**config.mk**
```make
export PLATFORM = sky130hd
export DESIGN_NAME = xp_host_end_flat
export DESIGN_NICKNAME = d
export VERILOG_FILES = /design/src/verilog/xp_pkg.sv /design/src/verilog/xp_link_if.sv /design/src/verilog/xp_host_end.sv /design/src/flat_wrapper.sv
export VERILOG_INCLUDE_DIRS = /design/src /design/src/verilog
export SDC_FILE = /design/constraint.sdc
export NUM_CORES = 1
export LEC_CHECK = 0
export ABC_AREA = 1
export BUFFER_PORTS_ARGS = -buffer_cell sky130_fd_sc_hd__buf_4
export CAP_MARGIN = 10
export CORE_MARGIN = 2
export CORE_UTILIZATION = 40
export DETAILED_ROUTE_END_ITERATION = 8
export SYNTH_ARGS = -nofsm -noshare
export SYNTH_HDL_FRONTEND = slang
export SYNTH_SLANG_ARGS = --single-unit
```
**constraint.sdc**
```tcl
create_clock -name clk_sys -period 1.89 [get_ports clk_sys]
set_clock_uncertainty 0.1 [all_clocks]
set_input_delay 0.378 -clock clk_sys [delete_from_list [all_inputs] [get_ports clk_sys]]
set_output_delay 0.378 -clock clk_sys [all_outputs]
set_load 0.01 [all_outputs]
```
**src/verilog/xp_regs.svh**
```systemverilog
// Constants of the crosspoint serial control link: word layout and timing.
// Assumes a 100 MHz system clock on both ends; included by its bare name.
`ifndef XP_REGS_SVH
`define XP_REGS_SVH

// ****************************************************************
// Word and field layout
// ****************************************************************
`define XP_WORD_BITS 32
`define XP_NUM_OUT 8
`define XP_FIELD_BITS 4
`define XP_SRC_BITS 3
// Enable bit is the last bit of a field to arrive
`define XP_EN_POS 0
// Source bit j sits at XP_SRC0_POS - j inside a field
`define XP_SRC0_POS 3

// ****************************************************************
// Timing
// ****************************************************************
`define XP_CLK_NS 10
`define XP_SCLK_HALF_NS 80
`define XP_SCLK_HALF_CYC ((`XP_SCLK_HALF_NS + `XP_CLK_NS - 1) / `XP_CLK_NS)
`define XP_UPD_LOW_NS 80
`define XP_UPD_LOW_CYC ((`XP_UPD_LOW_NS + `XP_CLK_NS - 1) / `XP_CLK_NS)

`endif
```
**src/verilog/xp_pkg.sv**
```systemverilog
// Types shared by both ends of the crosspoint control link.
// Assumes xp_regs.svh is on the include path.
`include "xp_regs.svh"

package xp_pkg;

    // ****************************************************************
    // Synchroniser bit order on the device end
    // ****************************************************************
    localparam int SY_SDATA = 0;
    localparam int SY_SCLK = 1;
    localparam int SY_UPD_N = 2;
    localparam int SY_CE_N = 3;
    localparam int SY_MODE = 4;
    localparam int SY_RST_N = 5;
    localparam logic [5:0] SY_IDLE = 6'h0E;

    typedef logic [`XP_WORD_BITS-1:0] xp_word_t;

    typedef enum logic [3:0] {
        HS_IDLE = 4'h1,
        HS_SHIFT = 4'h2,
        HS_UPD = 4'h4,
        HS_ENDS = 4'h8
    } xp_host_e;

    typedef struct packed {
        logic [5:0] s1;
        logic [5:0] s2;
        logic sclk_prev;
        xp_word_t shift;
        xp_word_t matrix;
        logic [`XP_NUM_OUT-1:0] en;
        logic [`XP_NUM_OUT*`XP_SRC_BITS-1:0] src;
        logic [5:0] bits_seen;
        logic loaded;
        logic early_update;
        logic shift_in_update;
    } xp_dev_s;

    localparam xp_dev_s XP_DEV_RST = '{s1: SY_IDLE, s2: SY_IDLE, sclk_prev: 1'b1, default: '0};

    // Source select of output k inside one 32-bit word
    function automatic logic [`XP_SRC_BITS-1:0] xp_src(input xp_word_t w, input int k);
        logic [`XP_SRC_BITS-1:0] s;
        s = '0;
        for (int j = 0; j < `XP_SRC_BITS; j++) begin
            s[j] = w[k*`XP_FIELD_BITS + `XP_SRC0_POS - j];
        end
        return s;
    endfunction : xp_src

    function automatic logic xp_en(input xp_word_t w, input int k);
        return w[k*`XP_FIELD_BITS + `XP_EN_POS];
    endfunction : xp_en

endpackage : xp_pkg

```
**src/verilog/xp_link_if.sv**
```systemverilog
// Pins between the programming host and one crosspoint device.
// Assumes the bench joins chained devices by linking sdo to the next sdata.
`timescale 1ns/1ps

interface xp_link_if;
    logic ce_n;
    logic update_n;
    logic sclk;
    logic sdata;
    logic sdo;
    logic reset_n;
    logic interface_mode_select;

    modport host (
        output ce_n,
        output update_n,
        output sclk,
        output sdata,
        output reset_n,
        output interface_mode_select,
        input sdo
    );

    modport dev (
        input ce_n,
        input update_n,
        input sclk,
        input sdata,
        input reset_n,
        input interface_mode_select,
        output sdo
    );
endinterface : xp_link_if

```
**src/verilog/xp_host_end.sv**
```systemverilog
// Host end: loads full routing words into a chain of crosspoint devices.
// Assumes cmd_* and hold_disable come from logic on clk_sys.
`timescale 1ns/1ps
`include "xp_regs.svh"

module xp_host_end import xp_pkg::*; #(
    parameter int N_DEV = 1,
    parameter int WIRED = 0,
    parameter int GROUP = 1,
    parameter int HALF_CYC = `XP_SCLK_HALF_CYC,
    parameter int UPD_CYC = `XP_UPD_LOW_CYC
) (
    input wire logic clk_sys, // System clock
    input wire logic srst, // Synchronous reset
    xp_link_if.host link, // Pins to the device chain
    input wire logic cmd_valid, // Request to load a word
    input wire logic [`XP_WORD_BITS*N_DEV-1:0] cmd_word, // Last device in top bits
    output logic cmd_ready, // Idle, request taken
    input wire logic hold_disable, // Keep all outputs disabled
    output logic busy, // Transfer in progress
    output logic done, // Transfer finished
    output logic refused, // Request broke a routing constraint
    output logic loaded // At least one full load done
);

    localparam int TB = `XP_WORD_BITS * N_DEV;

    // ****************************************************************
    // Parameter checks
    // ****************************************************************
    if (N_DEV < 1 || N_DEV > 1000 || GROUP < 1 || GROUP > 3 || HALF_CYC < 1 || HALF_CYC > 255 ||
        UPD_CYC < 1 || UPD_CYC > 255) begin : g_bad
        $error("xp_host_end: unsupported parameter value");
    end

    typedef struct packed {
        xp_host_e st;
        logic [7:0] tmr;
        logic [15:0] bits;
        logic [TB-1:0] word;
        logic sclk;
        logic sdata;
        logic ce_n;
        logic upd_n;
        logic rst_n;
        logic loaded;
        logic done;
        logic refused;
    } xp_host_s;

    localparam xp_host_s HOST_RST = '{st: HS_IDLE, sclk: 1'b1, ce_n: 1'b1, upd_n: 1'b1, default: '0};
    localparam logic [7:0] HALF_M1 = 8'(HALF_CYC - 1);
    localparam logic [7:0] UPD_M1 = 8'(UPD_CYC - 1);
    localparam logic [15:0] TB_W = 16'(TB);

    xp_host_s q;
    xp_host_s n;

    // ****************************************************************
    // Routing constraint check
    // ****************************************************************
    function automatic logic word_ok(input logic [TB-1:0] w);
        logic ok;
        int cnt;
        xp_word_t dw;
        logic [`XP_SRC_BITS-1:0] b;
        ok = 1'b1;
        cnt = 0;
        dw = '0;
        b = '0;
        for (int k = 0; k < `XP_NUM_OUT; k++) begin
            cnt = 0;
            for (int d = 0; d < N_DEV; d++) begin
                dw = w[d*`XP_WORD_BITS +: `XP_WORD_BITS];
                cnt = cnt + int'(xp_en(dw, k));
            end
            if (WIRED != 0 && cnt > 1) begin
                ok = 1'b0;
            end
        end
        for (int d = 0; d < N_DEV; d++) begin
            dw = w[d*`XP_WORD_BITS +: `XP_WORD_BITS];
            for (int g = 0; g + GROUP <= `XP_NUM_OUT; g += GROUP) begin
                b = xp_src(dw, g);
                if (GROUP > 1 && ((int'(b) % GROUP) != 0 || int'(b) + GROUP > `XP_NUM_OUT)) begin
                    ok = 1'b0;
                end
                for (int j = 1; j < GROUP; j++) begin
                    if (xp_en(dw, g + j) != xp_en(dw, g) || int'(xp_src(dw, g + j)) != int'(b) + j) begin
                        ok = 1'b0;
                    end
                end
            end
        end
        return ok;
    endfunction : word_ok

    // ****************************************************************
    // Transfer sequencer
    // ****************************************************************
    always_comb begin
        n = q;
        n.done = 1'b0;
        n.refused = 1'b0;
        case (q.st)
            HS_IDLE: begin
                if (cmd_valid) begin
                    if (word_ok(cmd_word)) begin
                        n.word = cmd_word;
                        n.ce_n = 1'b0;
                        n.sclk = 1'b1;
                        n.sdata = cmd_word[TB-1];
                        n.bits = '0;
                        n.tmr = '0;
                        n.st = HS_SHIFT;
                    end else begin
                        n.refused = 1'b1;
                    end
                end
            end
            HS_SHIFT: begin
                if (q.tmr == HALF_M1) begin
                    n.tmr = '0;
                    if (q.sclk) begin
                        n.sclk = 1'b0;
                        n.bits = q.bits + 16'h0001;
                    end else if (q.bits == TB_W) begin
                        // Update only once the whole chain holds the new word
                        n.sclk = 1'b1;
                        n.upd_n = 1'b0;
                        n.st = HS_UPD;
                    end else begin
                        n.sclk = 1'b1;
                        n.word = {q.word[TB-2:0], 1'b0};
                        n.sdata = q.word[TB-2];
                    end
                end else begin
                    n.tmr = q.tmr + 8'h01;
                end
            end
            HS_UPD: begin
                if (q.tmr == UPD_M1) begin
                    n.tmr = '0;
                    n.upd_n = 1'b1;
                    n.st = HS_ENDS;
                end else begin
                    n.tmr = q.tmr + 8'h01;
                end
            end
            HS_ENDS: begin
                if (q.tmr == HALF_M1) begin
                    n.tmr = '0;
                    n.ce_n = 1'b1;
                    n.done = 1'b1;
                    n.loaded = 1'b1;
                    n.st = HS_IDLE;
                end else begin
                    n.tmr = q.tmr + 8'h01;
                end
            end
            default: begin
                n = HOST_RST;
            end
        endcase
        // Outputs stay disabled until the first full load has reached the matrix
        n.rst_n = n.loaded & ~hold_disable;
    end

    always_ff @(posedge clk_sys) begin
        if (srst) begin
            q <= HOST_RST;
        end else begin
            q <= n;
        end
    end

    assign link.ce_n = q.ce_n;
    assign link.update_n = q.upd_n;
    assign link.sclk = q.sclk;
    assign link.sdata = q.sdata;
    assign link.reset_n = q.rst_n;
    assign link.interface_mode_select = 1'b0;
    assign cmd_ready = (q.st == HS_IDLE);
    assign busy = (q.st != HS_IDLE);
    assign done = q.done;
    assign refused = q.refused;
    assign loaded = q.loaded;

endmodule : xp_host_end

```
**src/flat_wrapper.sv**
```systemverilog
// flat-port wrapper written by rule: the top's interface ports become plain ports
module xp_host_end_flat import xp_pkg::*;
#(
    parameter int N_DEV = 1,
    parameter int WIRED = 0,
    parameter int GROUP = 1,
    parameter int HALF_CYC = `XP_SCLK_HALF_CYC,
    parameter int UPD_CYC = `XP_UPD_LOW_CYC
)
  (clk_sys, srst, cmd_valid, cmd_word, cmd_ready, hold_disable, busy, done, refused, loaded, link_ce_n, link_update_n, link_sclk, link_sdata, link_reset_n, link_interface_mode_select, link_sdo);
  xp_link_if link_i ();
  input wire logic clk_sys;
  input wire logic srst;
  input wire logic cmd_valid;
  input wire logic [`XP_WORD_BITS*N_DEV-1:0] cmd_word;
  output logic cmd_ready;
  input wire logic hold_disable;
  output logic busy;
  output logic done;
  output logic refused;
  output logic loaded;
  output wire logic [$bits(link_i.ce_n)-1:0] link_ce_n;
  output wire logic [$bits(link_i.update_n)-1:0] link_update_n;
  output wire logic [$bits(link_i.sclk)-1:0] link_sclk;
  output wire logic [$bits(link_i.sdata)-1:0] link_sdata;
  output wire logic [$bits(link_i.reset_n)-1:0] link_reset_n;
  output wire logic [$bits(link_i.interface_mode_select)-1:0] link_interface_mode_select;
  input wire logic [$bits(link_i.sdo)-1:0] link_sdo;
  assign link_ce_n = link_i.ce_n;
  assign link_update_n = link_i.update_n;
  assign link_sclk = link_i.sclk;
  assign link_sdata = link_i.sdata;
  assign link_reset_n = link_i.reset_n;
  assign link_interface_mode_select = link_i.interface_mode_select;
  assign link_i.sdo = link_sdo;
  xp_host_end #(.N_DEV(N_DEV), .WIRED(WIRED), .GROUP(GROUP), .HALF_CYC(HALF_CYC), .UPD_CYC(UPD_CYC)) u_core (.clk_sys(clk_sys), .srst(srst), .link(link_i), .cmd_valid(cmd_valid), .cmd_word(cmd_word), .cmd_ready(cmd_ready), .hold_disable(hold_disable), .busy(busy), .done(done), .refused(refused), .loaded(loaded));
endmodule
```
==> run summary, run 1 <==
Hold/Removal Path Class: input port to flip-flop
Mapped Cells: 644
Async S/R FF share, synth: 0%
Core Box Area: 9330 um2
fin crit period: 1780 ps
unrepaired setup endpoints after global routing: true
Main synth FF type: dfxtp_1
n_diodes: 0
final setup fails: 0
worst r2r dst: u_core.q[53]$_SDFFE_PP0P_
fin util: 50.6%
DRC: 0
number of synthesized flops with an enable pin: 0
RR Startpoint: u_core.q[66]$_SDFFE_PP0P_
R2R depth: 10
Root Buffer: clkbuf_8
sequential fraction of the synthesis area: 34.2%
Total GRT Usage: 19.1%
startpoint types: flip-flop
FF+latch count, synth: 66
critical setup path kind: flip-flop to output pin
DRT antenna net count: 0
synth unique cells: 26
Max Slew Vio Count: 0
initial antenna violation count: 0
Max FO, Critical Path: 13
fillers: 968
first-pass GRT wire length: 16,000 um
CP top delay family: buffers and inverters
I/O pin cnt: 48
FF-to-FF setup slack: 140 ps
Max VDD drop: 1170 uV
leakage power: 2.34 nW
clock tree buffer depth: 2
row cnt: 35
DR vias: 3,933
status: complete, no violations
number of CTS-inserted buffers: 9
setup TNS: 0 ps
Clk Latency, worst-skew pair: 350 ps
cell taking the most area after synthesis: dfxtp_1
hold_buf cts: 0
share of cells above drive strength 1: 14.7%
GPL Wtd Cong: 0.897
Tot Pwr: 7.01 mW
area of the die: 10,500 um2
Tcrit/Tclk final: 94.1%
total stage count of the critical path: 5
grt ovf: 0
Die W: 102 um
DRT Wirelength: 9580 um
Crit path arrival time: 1300 ps
vias per inst: 4.78
CP bufs+invs: 3
critical path required time: 1410 ps
vias in the first global route: 3,421
Final Hold Fails: 0
clock sinks: 66
most frequent cells in the layout: nand2_1, nor2_1, inv_1
Synth top area share: 34.2%
CP Launch Point: u_core.q[66]$_SDFFE_PP0P_
initial DRC count: 160
Max Fclk: 0.562 GHz
Reg clk slew, reported paths: 80 ps
CTS tree: done
Port Buffers: 44
yosys warns: 0
MaxCap Viol Count: 0
max incr delay on CP: 340 ps
Post-CTS Setup Bufs: 0
CP cell instances: nor2_4 > buf_6 > nand2_2 > inv_2 > buf_4
CP max-delay cell: dfxtp_1
largest net degree at the start of global routing: 41
Die H: 102 um
Final nets: 729
Synth Area per Inst: 6.01 um2
Initial Util: 41.5%
commonest non-fill, non-tap cell in the layout: nand2_1
pwr dens: 1480 nW/um2
CP endpoint kind: output pin
Area growth, synth to finish: 22.1%
Worst Setup EP: cmd_ready
H-Tree Depth: 3
Initial DRT Pass Iterations: 4
Area contributors post-synth: dfxtp_1, nand2_1, nor2_1
Detailed Place HPWL: 6390 um
per-cell routed wire length: 11.6 um
synthesized area: 3870 um2
[synthesized netlist by cell type (2+ instances only)]
library cell	n
nand2_1	189
nor2_1	120
inv_1	74
nand3_1	68
dfxtp_1	66
nand4_1	38
a21oi_1	23
clkbuf_1	16
buf_4	11
buf_2	5
nor2_2	4
nor3_1	4
xor2_1	4
buf_1	3
ha_1	3
nor2_4	3
inv_2	2
nand3_2	2
nor3b_1	2
[final cells by class]
type / count / area, um2 / share of cell area (%)
tap: 129 / 161 / 3.42
multi-input combinational: 468 / 2110 / 44.7
sequential: 66 / 1320 / 28.0
clock inverter: 4 / 73.8 / 1.56
inverter: 76 / 285 / 6.04
timing repair buffer: 68 / 611 / 12.9
clock buffer: 12 / 155 / 3.28
[power breakdown]
group / switching [mW] / internal (mW)
combinational: 2.19 / 1.54
clock: 0.574 / 0.817
sequential: 0.175 / 1.71
total: 2.94 / 4.06
[cell families (layout without fill, tap and decap cells)]
family	count (synthesis)	in the layout	synth area share (%)
xor+xnor	5	5	1.13
buf+inv	111	160	12.0
other cells	1	2	0.0969
simple gates	431	431	48.0
flops	66	66	34.2
compound gates	27	27	3.62
fa+ha+maj	3	3	0.970
[per-stage QoR]
step           cell area (um2)  hold WS, ps  worst slack, ps  std cells
3_5_place_dp              4430          355             81.6        806
4_1_cts                   4660         51.8             16.1        822
3_3_place_gp              4430          350              120        806
5_1_grt                   4720         65.9            -2.03        823
6_report                  4720         71.4              111        823
2_1_floorplan             3870          350              181        645
[what timing repair did]
| action | in CTS | in global routing |
|---|---|---|
| endpoints found under the hold margin | 0 | 0 |
| endpoints found under the setup margin | 1 | 44 |
| gates resized for setup | 1 | 11 |
| gates cloned | 0 | 1 |
| pin swaps | 0 | 2 |
[flip-flops by register name, indices dropped and copies added, names as in the netlist]
signal	flops
u_core.link.ce_n	1
u_core.link.reset_n	1
u_core.done	1
u_core.q	59
u_core.loaded	1
u_core.link.sdata	1
u_core.link.update_n	1
u_core.link.sclk	1
[routing by layer]
layer	part of all wire [%]	global-route usage, %	up-vias
li1	-	-	2107
met1	50	27.0	1762
met2	46	29.5	58
met3	3.5	4.10	6
met4	0.64	5.64	0
met5	0	0	-
[how the worst min path moves through the flow]
stage | slack (ps) | start | end | cells past startpoint
floorplan | 350 | hold_disable | u_core.link.reset_n$_SDFF_PP0_ | 1
global placement | 350 | u_core.link.ce_n$_SDFFE_PP1P_ | u_core.link.ce_n$_SDFFE_PP1P_ | 2
detailed placement | 350 | u_core.link.ce_n$_SDFFE_PP1P_ | u_core.link.ce_n$_SDFFE_PP1P_ | 2
CTS | 50 | hold_disable | u_core.link.reset_n$_SDFF_PP0_ | 2
global route | 70 | hold_disable | u_core.link.reset_n$_SDFF_PP0_ | 2
finish | 70 | hold_disable | u_core.link.reset_n$_SDFF_PP0_ | 2
No activity file was read; power rests on OpenSTA's default activity.
==> run 2: changes to the inputs <==
--- a/config.mk
+++ b/config.mk
@@ -12,4 +12,5 @@
 export CORE_MARGIN = 2
-export CORE_UTILIZATION = 40
+export CORE_UTILIZATION = 55
 export DETAILED_ROUTE_END_ITERATION = 8
+export PLACE_DENSITY = 0.74
 export SYNTH_ARGS = -nofsm -noshare
==> constraint.sdc (replaced) <==
create_clock -name clk_sys -period 1.89 [get_ports clk_sys]
set_clock_uncertainty 0.1 [all_clocks]
set_input_delay 0.0945 -clock clk_sys [delete_from_list [all_inputs] [get_ports clk_sys]]
set_output_delay 0.0945 -clock clk_sys [all_outputs]
set_load 0.01 [all_outputs]
==> run summary, run 2 (same netlist as run 1, synthesis figures left out) <==
status: complete, no violations (unchanged)
startpoint types: flip-flop (unchanged)
fin crit period: 1730 ps (was 1780 ps)
critical path required time: 1700 ps (was 1410 ps)
Hold/Removal Path Class: input port to flip-flop (unchanged)
vias in the first global route: 3,737 (was 3,421)
largest net degree at the start of global routing: 34 (was 41)
share of cells above drive strength 1: 13.9% (was 14.7%)
Die W: 87.9 um (was 102 um)
max incr delay on CP: 340 ps (about the same)
Post-Layout Inst Area: 4590 um2 (was 4720 um2)
Initial DRT Pass Iterations: 5 (was 4)
n_diodes: 0 (unchanged)
initial DRC count: 189 (was 160)
Detailed Place HPWL: 6340 um (was 6390 um)
Clk Latency, worst-skew pair: 350 ps (about the same)
DP Area: 4340 um2 (was 4430 um2)
commonest non-fill, non-tap cell in the layout: nand2_1 (unchanged)
grt ovf: 0 (unchanged)
MaxCap Viol Count: 0 (unchanged)
Core Box Area: 6790 um2 (was 9330 um2)
CP endpoint kind: output pin (unchanged)
Tcrit/Tclk final: 91.6% (was 94.1%)
Root Buffer: clkbuf_8 (unchanged)
Post-CTS Setup Bufs: 0 (unchanged)
area of the die: 7720 um2 (was 10,500 um2)
Initial Util: 56.9% (was 41.5%)
Hold Startpoint: cmd_word[0] (was hold_disable)
CP top delay family: buffers and inverters (unchanged)
Area growth, synth to finish: 18.5% (was 22.1%)
busiest grt layer: met2 (unchanged)
initial antenna violation count: 0 (unchanged)
DRC: 0 (unchanged)
critical setup path kind: flip-flop to output pin (unchanged)
pwr dens: 1430 nW/um2 (was 1480 nW/um2)
Crit path arrival time: 1540 ps (was 1300 ps)
number of CTS-inserted buffers: 9 (unchanged)
CP Launch Point: u_core.q[64]$_SDFFE_PP1P_ (was u_core.q[66]$_SDFFE_PP0P_)
GPL Wtd Cong: 0.879 (was 0.897)
unrepaired setup endpoints after global routing: false (was true)
Final Hold Fails: 0 (unchanged)
CP max-delay cell: dfxtp_1 (unchanged)
CP cell instances: inv_1 > nor2_2 > buf_12 > nand2_2 > inv_1 > buf_4 (was nor2_4 > buf_6 > nand2_2 > inv_2 > buf_4)
Reg clk slew, reported paths: 70 ps (was 80 ps)
clock tree buffer depth: 2 (unchanged)
vias per inst: 5.12 (was 4.78)
leakage power: 2.29 nW (was 2.34 nW)
RR Startpoint: u_core.q[66]$_SDFFE_PP0P_ (unchanged)
Final nets: 728 (was 729)
most used cell, CP: inv_1
Total GRT Usage: 25.5% (was 19.1%)
GR Util met2: 43.7% (was 29.5%)
Global Route met3 Usage: 6.41% (was 4.10%)
row cnt: 30 (was 35)
DRT antenna net count: 0 (unchanged)
most frequent cells in the layout: nand2_1, nor2_1, inv_1 (unchanged)
met1 Track Usage GR: 32.3% (was 27.0%)
final setup fails: 0 (unchanged)
DR vias: 4,036 (was 3,933)
max FFs per register: 59 (unchanged)
Port Buffers: 44 (unchanged)
Max FO, Critical Path: 32 (was 13)
Max Slew Vio Count: 0 (unchanged)
per-cell routed wire length: 11.9 um (was 11.6 um)
CP bufs+invs: 4 (was 3)
Reg with most FFs: u_core.q (unchanged)
first-pass GRT wire length: 15,900 um (was 16,000 um)
DRT Wirelength: 9370 um (was 9580 um)
I/O pin cnt: 48 (unchanged)
Max VDD drop: 1370 uV (was 1170 uV)
CTS tree: done (unchanged)
Die H: 87.9 um (was 102 um)
H-Tree Depth: 3 (unchanged)
clock sinks: 66 (unchanged)
Max Fclk: 0.578 GHz (was 0.562 GHz)
setup TNS: 0 ps (unchanged)
[run 2: cell count changes in the layout (fill, tap and decap cells not counted), moves of 2 or more]
cell / change
buf_12: -2
nor2_2: +3
dlygate4sd3_1: +2
nor2_1: -2
[run 2: final cells by class]
| type | instances | area (um2) |
|---|---|---|
| clock buffer | 12 | 145 |
| clock inverter | 3 | 40.0 |
| fill | 651 | 2210 |
| inverter | 76 | 285 |
| multi-input combinational | 468 | 2110 |
| sequential | 66 | 1320 |
| tap | 96 | 120 |
| timing repair buffer | 67 | 562 |
[run 2: path summary, 6_finish.rpt]
kind	to	slack (ps)	depth (start not counted)
max	cmd_ready	160	6
min	u_core.q[8]$_SDFFE_PP0P_	10	5
max reg2reg	u_core.q[47]$_SDFFE_PP0P_	160	9
min reg2reg	u_core.link.ce_n$_SDFFE_PP1P_	370	2
[run 2: through the flow]
stage | power [mW] | hold WS, ps | setup slack (ps) | std cells | utilization (%)
floorplan | 4.43 | 66.9 | 181 | 645 | -
global placement | 5.25 | 185 | 161 | 771 | 63.9
detailed placement | 5.35 | 183 | 126 | 771 | 63.9
CTS | 6.53 | 9.24 | 38.5 | 788 | 66.9
global route | 7.18 | 60.6 | 1.50 | 788 | 67.5
finish | 6.55 | 10.3 | 159 | 788 | 67.5
[run 2: worst register-to-register path, stage by stage, from the launching register on]
cell and delay, ps:
dfxtp_1 350, nor2_4 170, inv_1 90, nor2_4 140, buf_4 170, nand2_1 80, nand3_1 120, buf_4 200
nand2_1 80, a21oi_1 150
[run 2: timing repair]
item	in CTS	in global routing
resized for setup	1	11
endpoints found under the hold margin	15	0
pin swaps	0	1
endpoints found under the setup margin	1	46
hold buffers	2	0
[run 2: where the power goes]
group / switching, mW / internal (mW)
registers: 0.178 / 1.71
logic: 2.14 / 1.37
clock network: 0.531 / 0.635
[run 2: metal layers]
layer  vias up  routed length [um]
met4         0                 119
met2        64                4550
met1      1856                4370
li1       2107                   -
met3         9                 331
met5         -                   0
==> run 3: changes to the inputs <==
- RECOVER_POWER: not set -> 25
==> run summary, run 3 (same netlist as run 1, synthesis figures left out) <==
fillers: 658 (was 651)
first-pass GRT wire length: 15,900 um (unchanged)
status: complete, no violations (unchanged)
fin util: 67.1% (was 67.5%)
Max Fclk: 0.577 GHz (was 0.578 GHz)
Hold Startpoint: cmd_word[0] (unchanged)
Seq. cell area: 1320 um2 (unchanged)
DR vias: 4,047 (was 4,036)
Total GRT Usage: 25.5% (unchanged)
Core Box Area: 6790 um2 (unchanged)
R2R depth: 9 (unchanged)
most frequent cells in the layout: nand2_1, nor2_1, inv_1 (unchanged)
Clk Latency, worst-skew pair: 350 ps (about the same)
clock sinks: 66 (unchanged)
Max VDD drop: 1340 uV (was 1370 uV)
vias per inst: 5.14 (was 5.12)
CTS tree: done (unchanged)
startpoint types: flip-flop (unchanged)
Initial Util: 56.9% (unchanged)
leakage power: 2.26 nW (was 2.29 nW)
critical setup path kind: flip-flop to flip-flop (was flip-flop to output pin)
commonest non-fill, non-tap cell in the layout: nand2_1 (unchanged)
vias in the first global route: 3,737 (unchanged)
Detailed Place HPWL: 6340 um (unchanged)
Final Hold Fails: 0 (unchanged)
worst r2r dst: u_core.q[47]$_SDFFE_PP0P_ (unchanged)
hold path depth: 5 (unchanged)
CP endpoint kind: flip-flop (was output pin)
Initial DRT Pass Iterations: 4 (was 5)
CP max-delay cell: dfxtp_1 (unchanged)
DP Area: 4340 um2 (unchanged)
final setup fails: 0 (unchanged)
Max FO, Critical Path: 12 (was 32)
Final nets: 728 (unchanged)
Max Slew Vio Count: 0 (unchanged)
fin crit period: 1730 ps (about the same)
initial antenna violation count: 0 (unchanged)
Reg clk slew, reported paths: 70 ps (about the same)
max FFs per register: 59 (unchanged)
Reg with most FFs: u_core.q (unchanged)
DRC: 0 (unchanged)
Die W: 87.9 um (unchanged)
DRT Wirelength: 9370 um (about the same)
Port Buffers: 44 (unchanged)
GPL Wtd Cong: 0.879 (unchanged)
I/O pin cnt: 48 (unchanged)
largest net degree at the start of global routing: 34 (unchanged)
CP cell instances: nor2_4 > inv_1 > nor2_4 > buf_4 > nand2_1 > nand3_1 > buf_4 > nand2_1 > a21oi_1 (was inv_1 > nor2_2 > buf_12 > nand2_2 > inv_1 > buf_4)
grt ovf: 0 (unchanged)
Multi-input gate area: 2110 um2 (unchanged)
row cnt: 30 (unchanged)
Hold/Removal Path Class: input port to flip-flop (unchanged)
number of CTS-inserted buffers: 9 (unchanged)
pwr dens: 1430 nW/um2 (about the same)
Tcrit/Tclk final: 91.7% (was 91.6%)
Crit path arrival time: 1910 ps (was 1540 ps)
FF-to-FF setup slack: 160 ps (about the same)
MaxCap Viol Count: 0 (unchanged)
DRT antenna net count: 0 (unchanged)
per-cell routed wire length: 11.9 um (about the same)
initial DRC count: 189 (unchanged)
setup TNS: 0 ps (unchanged)
RR Startpoint: u_core.q[66]$_SDFFE_PP0P_ (unchanged)
Tot Pwr: 6.53 mW (was 6.55 mW)
Die H: 87.9 um (unchanged)
Post-Layout Inst Area: 4560 um2 (was 4590 um2)
share of cells above drive strength 1: 12.7% (was 13.9%)
Root Buffer: clkbuf_8 (unchanged)
area of the die: 7720 um2 (unchanged)
CP Launch Point: u_core.q[66]$_SDFFE_PP0P_ (was u_core.q[64]$_SDFFE_PP1P_)
Post-CTS Setup Bufs: 0 (unchanged)
unrepaired setup endpoints after global routing: false (unchanged)
Area growth, synth to finish: 17.8% (was 18.5%)
clock tree buffer depth: 2 (unchanged)
H-Tree Depth: 3 (unchanged)
Hold Crit Endpoint: u_core.q[8]$_SDFFE_PP0P_ (unchanged)
n_diodes: 0 (unchanged)
max incr delay on CP: 350 ps (was 340 ps)
critical path required time: 2060 ps (was 1700 ps)
run 3: changes by cell type in the layout (fill, tap and decap cells not counted):
cell / before / now
clkbuf_1: 2 / 10
buf_4: 60 / 52
run 3: metal layers:
layer,up-vias,GRT usage (%),wire length [um]
li1,2105,-,-
met1,1862,32.3,4360
met2,70,43.7,4530
met3,10,6.41,385
met4,0,6.43,95
met5,-,0,0
run 3: report_power, final:
group          internal [mW]  switching [mW]  leakage (nW)
logic                   1.35            2.14          1.63
clock network          0.635           0.530        0.0962
registers               1.71           0.179         0.541
run 3: how the worst max path moves through the flow:
stage                                     end  slack, ps
detailed placement  u_core.q[20]$_SDFFE_PP0P_        130
finish              u_core.q[47]$_SDFFE_PP0P_        160
floorplan           u_core.q[33]$_SDFFE_PP0P_        180
global placement    u_core.q[53]$_SDFFE_PP0P_        160
global route        u_core.q[35]$_SDFFE_PP0P_          2
CTS                                 cmd_ready         40
run 3: through the flow:
stage                     std cells  hold WS (ps)  setup slack [ps]
after floorplan                 645          66.9               181
after global placement          771           185               161
after detailed placement        771           183               126
after CTS                       788          9.24              38.5
after global routing            788          60.6              1.50
final                           788          11.8               158
run 3: area by class of cell:
class / count / share of cell area (%)
clock inverter: 3 / 0.879
sequential: 66 / 29.0
timing repair buffer: 67 / 11.7
clock buffer: 12 / 3.19
tap: 96 / 2.64
multi-input combinational: 468 / 46.3
inverter: 76 / 6.26
run 3: worst max-delay path, delay by kind of cell (launching register included):
| family | cells | cell delay [ps] |
|---|---|---|
| simple gates | 5 | 590 |
| compound gates | 1 | 150 |
| flops | 1 | 350 |
| buf+inv | 3 | 460 |
run 3: what timing repair did:
action	4_1_cts	5_1_grt
hold buffers	2	0
resized for setup	1	11
endpoints found under the hold margin	15	0
pin swaps	0	1
endpoints found under the setup margin	1	46
